## src/rrg_pkg.sv

```systemverilog
// Shared constants and types for the ready and reset generator link.
// Assumes one system clock drives both ends of the link.
package rrg_pkg;

	// ------------------------------------------------------------------
	// Bus state tracking
	// ------------------------------------------------------------------

	// Bus states, two system clocks (phase 1, phase 2) per state.
	typedef enum logic [2:0]
	{
		RRG_IDLE = 3'h0,
		RRG_TS1  = 3'h1,
		RRG_TS2  = 3'h2,
		RRG_TC1  = 3'h3,
		RRG_TC2  = 3'h4
	} rrg_state_e;

	// Processor clock phase encoding.
	localparam logic RRG_PHASE1 = 1'h0;
	localparam logic RRG_PHASE2 = 1'h1;

	// Peripheral clock level during processor phase 1 and phase 2.
	localparam logic RRG_PCLK_PH1 = 1'h1;
	localparam logic RRG_PCLK_PH2 = 1'h0;

	// ------------------------------------------------------------------
	// Wait-state chain and reset values
	// ------------------------------------------------------------------

	// Largest number of wait states the chain can insert.
	localparam int RRG_WAIT_MAX = 3;
	// One chain stage per wait state plus the zero-wait stage.
	localparam int RRG_CHAIN_LEN = RRG_WAIT_MAX + 1;
	localparam logic [RRG_CHAIN_LEN-1:0] RRG_CHAIN_RESET = 4'h0;

	// Reset value of the synchronised reset output.
	localparam logic RRG_RESET_OUT_INIT = 1'h1;
	// Reset value of the ready pull-down enable.
	localparam logic RRG_READY_OE_INIT = 1'h1;

endpackage

```

## src/rrg_bus_if.sv

```systemverilog
// Local bus link between the clock generator end and the processor end.
// Assumes both ends run on the same system clock; the ready line has a
// pull-up, modelled here from the open-drain enable.
`timescale 1ns/1ps

interface rrg_bus_if;

	// Status lines, low marks a bus cycle start.
	logic bus_status_hi_n;
	logic bus_status_lo_n;
	// Ready inputs and their enables, all active low.
	logic sync_ready_in_n;
	logic sync_ready_enable_n;
	logic async_ready_in_n;
	logic async_ready_enable_n;
	// Open-drain ready pull-down enable and resolved line level.
	logic ready_oe;
	logic ready_n;
	// Synchronised processor reset, active high.
	logic cpu_reset;

	// Pull-up floats the line high unless the pull-down is enabled.
	assign ready_n = ~ready_oe;

	modport clockgen
	(
		input  bus_status_hi_n,
		input  bus_status_lo_n,
		input  sync_ready_in_n,
		input  sync_ready_enable_n,
		input  async_ready_in_n,
		input  async_ready_enable_n,
		output ready_oe,
		input  ready_n,
		output cpu_reset
	);

	modport cpu
	(
		output bus_status_hi_n,
		output bus_status_lo_n,
		output sync_ready_in_n,
		output sync_ready_enable_n,
		output async_ready_in_n,
		output async_ready_enable_n,
		input  ready_n,
		input  cpu_reset
	);

endinterface

```

## src/rrg_clockgen.sv

```systemverilog
// Clock generator end: ready merging, reset synchroniser, peripheral clock.
// Assumes the processor end drives status and ready inputs from logic on
// the same clock; the asynchronous ready and reset request are foreign.
//
// Function
// Async ready sampled at start of command state.
// Async ready low drives ready after phase 1.
// Wait state only when both inputs inactive/disabled.
// Async resolved active: ignore sync ready.
// Ready output only pulls low or floats.
// Status line low releases ready output.
// Ready held low until cycle start/input high.
// Ready held low during reset.
// Single-wait chain drives sync ready.
// Chain inserts zero to three wait states.
// Non-local addresses disable sync ready.
// Transfer acknowledge drives async ready input.
// Processor idles in reset, restarts after.
// Reset output from request, falling edge aligned.
// Reset request held sixteen processor clocks.
// Reset clears processor phase, phase 2 follows.
// Peripheral clock aligned at first bus cycle.
// Reset request synchronised, one-two clock latency.
// Sync ready sampled end of phase 1.
// Async ready or enable high during status.
// Peripheral clock half rate, even duty.
// Bus state tracked from status lines.
`timescale 1ns/1ps

module rrg_clockgen
	import rrg_pkg::*;
(
	// System clock and synchronous reset.
	input  wire logic CLOCK,
	input  wire logic RESET,
	// Reset request pin, asynchronous, active low.
	input  wire logic RESET_REQUEST_N,
	// Clock and reset outputs to the rest of the system.
	output logic      PERIPH_CLK,
	output logic      SYSTEM_RESET,
	// Local bus link.
	rrg_bus_if.clockgen BUS
);

	// ------------------------------------------------------------------
	// Declarations
	// ------------------------------------------------------------------

	logic       req_meta_reg;
	logic       req_meta_next;
	logic       reset_out_reg;
	logic       reset_out_next;
	logic       async_meta_reg;
	logic       async_meta_next;
	logic       async_sync_reg;
	logic       async_sync_next;
	rrg_state_e state_reg;
	rrg_state_e state_next;
	logic       async_sample_reg;
	logic       async_sample_next;
	logic       async_won_reg;
	logic       async_won_next;
	logic       ready_oe_reg;
	logic       ready_oe_next;
	logic       pclk_reg;
	logic       pclk_next;
	logic       aligned_reg;
	logic       aligned_next;
	logic       cycle_start;
	logic       enter_tc;
	logic       sync_hit;
	logic       sel_high;

	// ------------------------------------------------------------------
	// Pin synchronisers
	// ------------------------------------------------------------------

	// The second reset stage is itself the reset output, which keeps the
	// latency at two clocks and aligns both of its edges to the clock.
	always_comb
	begin
		req_meta_next   = RESET_REQUEST_N;
		reset_out_next  = ~req_meta_reg;
		async_meta_next = BUS.async_ready_in_n;
		async_sync_next = async_meta_reg;
	end

	// Registers the synchroniser stages.
	always_ff @(posedge CLOCK)
	begin
		if (RESET)
		begin
			req_meta_reg   <= 1'h0;
			reset_out_reg  <= RRG_RESET_OUT_INIT;
			async_meta_reg <= 1'h1;
			async_sync_reg <= 1'h1;
		end
		else
		begin
			req_meta_reg   <= req_meta_next;
			reset_out_reg  <= reset_out_next;
			async_meta_reg <= async_meta_next;
			async_sync_reg <= async_sync_next;
		end
	end

	// ------------------------------------------------------------------
	// Bus state tracking
	// ------------------------------------------------------------------

	// A cycle starts when either status line is low while the bus is idle.
	assign cycle_start = (~BUS.bus_status_hi_n | ~BUS.bus_status_lo_n) &&
		(state_reg == RRG_IDLE);
	// A command state begins after status or after a wait state.
	assign enter_tc = (state_reg == RRG_TS2) ||
		((state_reg == RRG_TC2) && !ready_oe_reg);

	// Next bus state; the status-low cycle itself is phase 1 of status.
	always_comb
	begin
		state_next = state_reg;
		if (reset_out_reg)
			state_next = RRG_IDLE;
		else
		begin
			unique case (state_reg)
				RRG_IDLE: if (cycle_start) state_next = RRG_TS2;
				RRG_TS1:  state_next = RRG_TS2;
				RRG_TS2:  state_next = RRG_TC1;
				RRG_TC1:  state_next = RRG_TC2;
				RRG_TC2:
				begin
					// Ready low terminates, otherwise a wait state.
					if (ready_oe_reg)
						state_next = RRG_IDLE;
					else
						state_next = RRG_TC1;
				end
				default:  state_next = RRG_IDLE;
			endcase
		end
	end

	// ------------------------------------------------------------------
	// Ready merging
	// ------------------------------------------------------------------

	// Sync ready counts only while the async path has not won the cycle.
	assign sync_hit = ~BUS.sync_ready_enable_n & ~BUS.sync_ready_in_n &
		~async_won_reg;
	// The selected input is seen inactive again.
	assign sel_high = (~BUS.sync_ready_enable_n & BUS.sync_ready_in_n) |
		(~BUS.async_ready_enable_n & async_sync_reg);

	// Samples async ready at each command start and drives the pull-down.
	always_comb
	begin
		async_sample_next = async_sample_reg;
		async_won_next    = async_won_reg;
		ready_oe_next     = ready_oe_reg;
		if (cycle_start)
		begin
			async_sample_next = 1'h0;
			async_won_next    = 1'h0;
		end
		else if (enter_tc)
			async_sample_next = ~BUS.async_ready_enable_n &
				~async_sync_reg;
		if ((state_reg == RRG_TC1) && async_sample_reg)
			async_won_next = 1'h1;
		if (reset_out_reg)
			ready_oe_next = 1'h1;
		else if (cycle_start)
			ready_oe_next = 1'h0;
		else if ((state_reg == RRG_TC1) && (async_sample_reg || sync_hit))
			ready_oe_next = 1'h1;
		else if ((state_reg == RRG_IDLE) && ready_oe_reg && sel_high)
			ready_oe_next = 1'h0;
	end

	// Registers the bus tracker and the ready pull-down.
	always_ff @(posedge CLOCK)
	begin
		if (RESET)
		begin
			state_reg        <= RRG_IDLE;
			async_sample_reg <= 1'h0;
			async_won_reg    <= 1'h0;
			ready_oe_reg     <= RRG_READY_OE_INIT;
		end
		else
		begin
			state_reg        <= state_next;
			async_sample_reg <= async_sample_next;
			async_won_reg    <= async_won_next;
			ready_oe_reg     <= ready_oe_next;
		end
	end

	// ------------------------------------------------------------------
	// Peripheral clock
	// ------------------------------------------------------------------

	// Free-running half-rate clock, snapped to the processor phase at the
	// first cycle start after reset; the start cycle is processor phase 1.
	always_comb
	begin
		pclk_next    = ~pclk_reg;
		aligned_next = aligned_reg;
		if (reset_out_reg)
			aligned_next = 1'h0;
		else if (cycle_start && !aligned_reg)
		begin
			pclk_next    = RRG_PCLK_PH2;
			aligned_next = 1'h1;
		end
	end

	// Registers the peripheral clock and its alignment flag.
	always_ff @(posedge CLOCK)
	begin
		if (RESET)
		begin
			pclk_reg    <= RRG_PCLK_PH1;
			aligned_reg <= 1'h0;
		end
		else
		begin
			pclk_reg    <= pclk_next;
			aligned_reg <= aligned_next;
		end
	end

	// ------------------------------------------------------------------
	// Outputs
	// ------------------------------------------------------------------

	// All outputs come straight from flip-flops; ready is open drain.
	assign PERIPH_CLK    = pclk_reg;
	assign SYSTEM_RESET  = reset_out_reg;
	assign BUS.cpu_reset = reset_out_reg;
	assign BUS.ready_oe  = ready_oe_reg;

endmodule

```

## src/flat_wrapper.sv

```systemverilog
// flat-port wrapper written by rule: the top's interface ports become plain ports
module rrg_clockgen_flat import rrg_pkg::*;
  (CLOCK, RESET, RESET_REQUEST_N, PERIPH_CLK, SYSTEM_RESET, BUS_bus_status_hi_n, BUS_bus_status_lo_n, BUS_sync_ready_in_n, BUS_sync_ready_enable_n, BUS_async_ready_in_n, BUS_async_ready_enable_n, BUS_ready_oe, BUS_cpu_reset);
  rrg_bus_if BUS_i ();
  input  wire logic CLOCK;
  input  wire logic RESET;
  input  wire logic RESET_REQUEST_N;
  output logic PERIPH_CLK;
  output logic SYSTEM_RESET;
  input wire logic [$bits(BUS_i.bus_status_hi_n)-1:0] BUS_bus_status_hi_n;
  input wire logic [$bits(BUS_i.bus_status_lo_n)-1:0] BUS_bus_status_lo_n;
  input wire logic [$bits(BUS_i.sync_ready_in_n)-1:0] BUS_sync_ready_in_n;
  input wire logic [$bits(BUS_i.sync_ready_enable_n)-1:0] BUS_sync_ready_enable_n;
  input wire logic [$bits(BUS_i.async_ready_in_n)-1:0] BUS_async_ready_in_n;
  input wire logic [$bits(BUS_i.async_ready_enable_n)-1:0] BUS_async_ready_enable_n;
  output wire logic [$bits(BUS_i.ready_oe)-1:0] BUS_ready_oe;
  output wire logic [$bits(BUS_i.cpu_reset)-1:0] BUS_cpu_reset;
  assign BUS_i.bus_status_hi_n = BUS_bus_status_hi_n;
  assign BUS_i.bus_status_lo_n = BUS_bus_status_lo_n;
  assign BUS_i.sync_ready_in_n = BUS_sync_ready_in_n;
  assign BUS_i.sync_ready_enable_n = BUS_sync_ready_enable_n;
  assign BUS_i.async_ready_in_n = BUS_async_ready_in_n;
  assign BUS_i.async_ready_enable_n = BUS_async_ready_enable_n;
  assign BUS_ready_oe = BUS_i.ready_oe;
  assign BUS_cpu_reset = BUS_i.cpu_reset;
  rrg_clockgen u_core (.CLOCK(CLOCK), .RESET(RESET), .RESET_REQUEST_N(RESET_REQUEST_N), .PERIPH_CLK(PERIPH_CLK), .SYSTEM_RESET(SYSTEM_RESET), .BUS(BUS_i));
endmodule
```

## config.mk

```make
export PLATFORM = sky130hd
export DESIGN_NAME = rrg_clockgen_flat
export DESIGN_NICKNAME = d
export VERILOG_FILES = /design/src/rrg_pkg.sv /design/src/rrg_bus_if.sv /design/src/rrg_clockgen.sv /design/src/flat_wrapper.sv
export SDC_FILE = /design/constraint.sdc
export NUM_CORES = 1
export LEC_CHECK = 0
export BUFFER_PORTS_ARGS = -buffer_cell sky130_fd_sc_hd__clkbuf_2
export CELL_PAD_IN_SITES_DETAIL_PLACEMENT = 1
export CELL_PAD_IN_SITES_GLOBAL_PLACEMENT = 1
export CORE_MARGIN = 5
export CORE_UTILIZATION = 35
export DETAILED_ROUTE_END_ITERATION = 10
export PLACE_DENSITY_LB_ADDON = 0.2
export SLEW_MARGIN = 20
export SYNTH_ARGS = -nofsm -noshare
export SYNTH_HDL_FRONTEND = slang
export SYNTH_SLANG_ARGS = --single-unit
```

## constraint.sdc

```tcl
create_clock -name CLOCK -period 1.65 [get_ports CLOCK]
set_input_delay 0.495 -clock CLOCK [delete_from_list [all_inputs] [get_ports CLOCK]]
set_output_delay 0.495 -clock CLOCK [all_outputs]
set_load 0.05 [all_outputs]
```

==> reports/metrics.csv, run 1 <==
stage;metric;value;unit
clock_tree;Resized cells post-CTS;0;
grt;GRT Residual Overflow;0;
finish;final core utilization;0.452;
clock_tree;Worst-Skew Late Latency;0.27;ns
min_path;hold-critical path depth;1;
yosys;FF+latch count, synth;12;
critical_path;CP required;1.85;ns
yosys;Yosys Warn Count;0;
power_and_ir_drop;Tot Pwr;591;µW
min_path;WHS Endpoint;u_core.BUS.cpu_reset;
route;1st-iter DRT viols;1;
timing;RSZ-0062 raised after global routing;false;
die;CORE AREA;1280;µm²
clock_tree;Num Clock Sinks;12;
yosys;Netlist Area Pre-Place;472;µm²
power_and_ir_drop;P per Cell Area;1020;nW/µm²
critical_path;WS Path Type;reg2reg;
route;Via Count;379;
timing;Final Max Slew Viols;0;
route;number of vias per cell;4.99;
die;die footprint;2180;µm²
clock_tree;Hold-fix buffers, CTS;0;
timing;Clock Skew;0.000739;ns
yosys;Synth Flop Type;dfxtp_1;
placed_design;post-detail-place hpwl;742;µm
yosys;Post-synth EDFFs;0;
finish;most frequent cells in the layout;clkbuf_2 (12), dfxtp_1 (11), nor3_1 (4);
critical_path;Reg-to-Reg End;u_core.async_sample_reg;
finish;Post-Layout Cell Count;76;
critical_path;RR Startpoint;u_core.state_reg[2];
power_and_ir_drop;VDD IR max;0.000578;V
grt;GR Util All Layers;0.113;
placed_design;DP Area;544;µm²
clock_tree;H-tree levels;1;
die;I/O pins;13;
finish;fraction of layout cells with a size suffix above 1;0.393;
finish;design area;581;µm²
timing;Setup TNS Final;0;ns
yosys;syn avg cell area;10.3;µm²
route;wirelength, routed;952;µm
timing;Fin. Hold Viols;0;
finish;Nets;71;
status;status;completed;
yosys;Synth Net Count;55;
placed_design;port bufs;12;
power_and_ir_drop;Leakage;0.000238;µW
clock_tree;Root Driver;clkbuf_4;
critical_path;Worst Path Arrival;1.68;ns
timing;relative slew slack;0.807;
finish;diode count;0;
placed_design;Final Wtd Congestion;0.740;
clock_tree;CTS tree;built;
critical_path;reg2reg path depth;3;
timing;Tcrit/Tclk final;0.903;
clock_tree;# Post-CTS Setup Buffers;0;
min_path;Hold Startpoint;u_core.req_meta_reg;
timing;post-layout min period;1.49;ns
clock_tree;Worst-path clk slew;0.08;ns
critical_path;worst-path maximum fanout;5;
finish;commonest non-fill, non-tap cell in the layout;clkbuf_2;
grt;initial antenna violation count;0;
placed_design;DP Cell Count;72;
run;max_cap viols;0;
timing;Worst Tran Pin Value;0.289;ns
min_path;worst hold path type;reg2reg;
yosys;part of the Yosys area used for sequential elements;0.509;
grt;first-pass GRT wire length;1.68;mm
timing;f_max;0.671;GHz
critical_path;R2R Setup Slk;0.16;ns
finish;Fillers;156;
route;post-route ant nets;0;
route;DRC viols;0;
route;drt first pass iters;2;
critical_path;Critical Path Sink Type;flop;
die;initial core utilization;0.367;
die;die height;46.7;µm
yosys;Post-Syn Instances;46;
critical_path;Startpoint Class;flop;
die;die width;46.7;µm
grt;pin count of the biggest net entering global routing;10;
die;row count;13;
finish;max reg flops;3;
clock_tree;Clock Path Buffers;2;
yosys;Async SR Flop Fraction;0;
route;drt wl/cell;12.5;µm
finish;area grow syn2layout;23.1;%
timing;Final setup viols;0;
clock_tree;TritonCTS buffer count;3;
grt;vias in the first global route;409;
yosys;Synth cell types;27;
report_power, final:
group | total [µW] | leakage (µW) | switching [µW] | internal [µW]
clock | 234 | 0.0000210 | 99.7 | 134
combinational | 55.0 | 0.000120 | 33.4 | 21.6
sequential | 303 | 0.0000978 | 4.76 | 298
total | 591 | 0.000238 | 138 | 454
worst max-delay path: stages, from the launching register on:
cell and delay, ns:
dfxtp_1 0.40, or4b_4 0.49, a211o_1 0.31, a211oi_2 0.21
layer usage:
metal / vias up / part of all wire / global-route usage
li1: 196 / - / -
met1: 169 / 0.49 / 0.142
met2: 10 / 0.44 / 0.168
met3: 4 / 0.059 / 0.0469
met4: 0 / 0.014 / 0.0497
met5: - / 0 / 0
metrics by stage:
step	hold WS, ns	setup WS (ns)
finish	0.384	0.161
global route	0.394	0.0839
CTS	0.391	0.160
detailed placement	0.368	0.179
global placement	0.360	0.208
floorplan	0.355	0.114
Yosys cell counts, drive strengths merged, types with 2 or more instances:
cell type   n  share of area
and3        2          0.029
dfxtp      12           0.51
nor2b       3          0.040
or2         2          0.027
nor2        3          0.024
nor3        4          0.042
layout make-up:
type | count | area [µm²] | share of cell area
Timing Repair Buffer | 12 | 60.1 | 0.103
Multi-Input combinational cell | 32 | 220 | 0.379
Sequential cell | 12 | 241 | 0.416
Clock buffer | 4 | 36.3 | 0.0625
Tap cell | 15 | 18.8 | 0.0323
Inverter | 1 | 3.75 | 0.00647
cells by family after synthesis:
logic type,Yosys count,synth area share
compound gates,11,0.194
simple gates,21,0.273
flops,12,0.509
buf+inv,2,0.0239
worst max path at each step:
stage                                   start                      end  slack (ns)  cells after the start
final                     u_core.state_reg[2]  u_core.async_sample_reg        0.16                      3
after CTS                 u_core.BUS.ready_oe  u_core.async_sample_reg        0.16                      3
after global placement    u_core.state_reg[2]  u_core.async_sample_reg        0.21                      3
after floorplan           u_core.BUS.ready_oe  u_core.async_sample_reg        0.11                      3
after detailed placement  u_core.state_reg[2]  u_core.async_sample_reg        0.18                      3
after global routing      u_core.state_reg[2]  u_core.async_sample_reg        0.08                      3
Note: power is estimated with default switching activity, not from simulation.
==> inputs of run 2 (changes only) <==
- BUFFER_PORTS_ARGS: -buffer_cell sky130_fd_sc_hd__clkbuf_2 -> default
- CORE_AREA: default -> 5 5 42 44
- CORE_MARGIN: 5 -> default
- CORE_UTILIZATION: 35 -> default
- DIE_AREA: default -> 0 0 47 49
- DONT_BUFFER_PORTS: default -> 1
==> run 2 against run 1 <==
  * Core utilization shrank 7.0 points
  * Worst setup slack gained 0.0088 ns
  * Sequential power grew 2%
  * Count of clock-buffer cells in the layout shrank 1
==> reports/metrics.csv, run 2 (synthesis results as in run 1) <==
stage;metric;value;unit
die;CORE AREA;1400;µm²
placed_design;DP Cell Count;63;
critical_path;Critical Path Sink Type;flop;
die;die footprint;2300;µm²
timing;Final Max Slew Viols;0;
clock_tree;CTS tree;built;
route;DRC viols;0;
placed_design;port bufs;0;
timing;Tcrit/Tclk final;0.897;
timing;f_max;0.675;GHz
grt;GR Util All Layers;0.102;
route;drt first pass iters;2;
clock_tree;H-tree levels;1;
finish;footprint of the multi-input gates;220;µm²
route;number of vias per cell;5.36;
route;drt wl/cell;15.2;µm
die;die width;47;µm
timing;RSZ-0062 raised after global routing;false;
timing;Worst Tran Pin Value;0.515;ns
timing;Setup TNS Final;0;ns
grt;GRT Residual Overflow;0;
clock_tree;Clock Path Buffers;2;
placed_design;post-detail-place hpwl;813;µm
critical_path;Startpoint Class;flop;
critical_path;CP required;1.83;ns
clock_tree;# Post-CTS Setup Buffers;0;
die;I/O pins;13;
route;Via Count;354;
finish;commonest non-fill, non-tap cell in the layout;dfxtp_1;
run;max_cap viols;0;
placed_design;Final Wtd Congestion;0.820;
finish;Post-Layout Cell Count;66;
critical_path;worst-path maximum fanout;8;
power_and_ir_drop;P per Cell Area;960;nW/µm²
grt;vias in the first global route;385;
route;1st-iter DRT viols;4;
finish;max reg flops;3;
route;wirelength, routed;1.00;mm
timing;Clock Skew;0.00645;ns
critical_path;Worst Path Arrival;1.66;ns
timing;Fin. Hold Viols;0;
grt;pin count of the biggest net entering global routing;10;
power_and_ir_drop;VDD IR max;0.000369;V
clock_tree;Worst-Skew Late Latency;0.26;ns
clock_tree;Hold-fix buffers, CTS;0;
die;die height;49;µm
finish;area grow syn2layout;13.5;%
finish;Fillers;171;
timing;post-layout min period;1.48;ns
finish;Nets;61;
die;initial core utilization;0.337;
clock_tree;Worst-path clk slew;0.07;ns
grt;first-pass GRT wire length;1.68;mm
clock_tree;TritonCTS buffer count;3;
status;status;completed;
die;row count;14;
timing;relative slew slack;0.656;
power_and_ir_drop;Leakage;0.000197;µW
grt;initial antenna violation count;0;
finish;diode count;0;
clock_tree;Num Clock Sinks;12;
finish;fraction of layout cells with a size suffix above 1;0.260;
clock_tree;Root Driver;clkbuf_4;
critical_path;WS Path Type;reg2reg;
route;post-route ant nets;0;
finish;storage element area;241;µm²
timing;Final setup viols;0;
clock_tree;Resized cells post-CTS;0;
min_path;worst hold path type;in2reg;
finish;most frequent cells in the layout;dfxtp_1 (11), nor3_1 (4), nor2_1 (3), nor2b_1 (3), clkbuf_4 (3);
-- run 2: cell count changes in the layout (fill, tap and decap cells not counted) --
cell / before / now
clkbuf_2: 12 / 0
buf_12: 0 / 1
buf_4: 0 / 1
clkbuf_8: 1 / 0
-- run 2: critical path, cell delays in order, from the launching register on --
cell and delay [ns]:
dfxtp_1 0.37, or4b_4 0.52, a211o_1 0.31, a211oi_2 0.20
-- run 2: layout make-up --
cell class	instances	area share
Tap cell	16	0.0374
Sequential cell	12	0.451
Timing Repair Buffer	2	0.0514
Multi-Input combinational cell	32	0.411
Inverter	1	0.00701
Clock buffer	3	0.0421
-- run 2: metrics by stage --
step / area [µm²] / utilization / setup slack [ns] / total power (µW) / hold WS [ns]
finish: 536 / 0.382 / 0.169 / 514 / 0.293
global route: 536 / 0.382 / 0.0909 / 546 / 0.271
CTS: 536 / 0.382 / 0.169 / 526 / 0.281
detailed placement: 513 / 0.366 / 0.180 / 355 / 0.372
floorplan: 473 / - / 0.114 / 345 / 0.355
global placement: 513 / 0.366 / 0.225 / 353 / 0.360
-- run 2: worst paths after layout --
kind                                          start  slack (ns)                       to  cells after the start
worst max-delay path            u_core.state_reg[0]        0.17  u_core.async_sample_reg                      3
worst min register to register  u_core.req_meta_reg        0.39     u_core.BUS.cpu_reset                      1
worst max register to register  u_core.state_reg[0]        0.17  u_core.async_sample_reg                      3
worst min-delay path                          RESET        0.29      u_core.req_meta_reg                      1
-- run 2: power breakdown --
part	switching (µW)	total, µW	internal [µW]
combinational	21.1	37.8	16.8
sequential	12.4	310	298
clock	81.7	166	84.0
total	115	514	399
-- run 2: layer usage --
| metal | track usage | vias up | routed length [µm] |
|---|---|---|---|
| li1 | - | 177 | - |
| met1 | 0.109 | 167 | 406 |
| met2 | 0.143 | 10 | 518 |
| met3 | 0.0627 | 0 | 76 |
| met4 | 0.0737 | 0 | 0 |
| met5 | 0 | - | 0 |
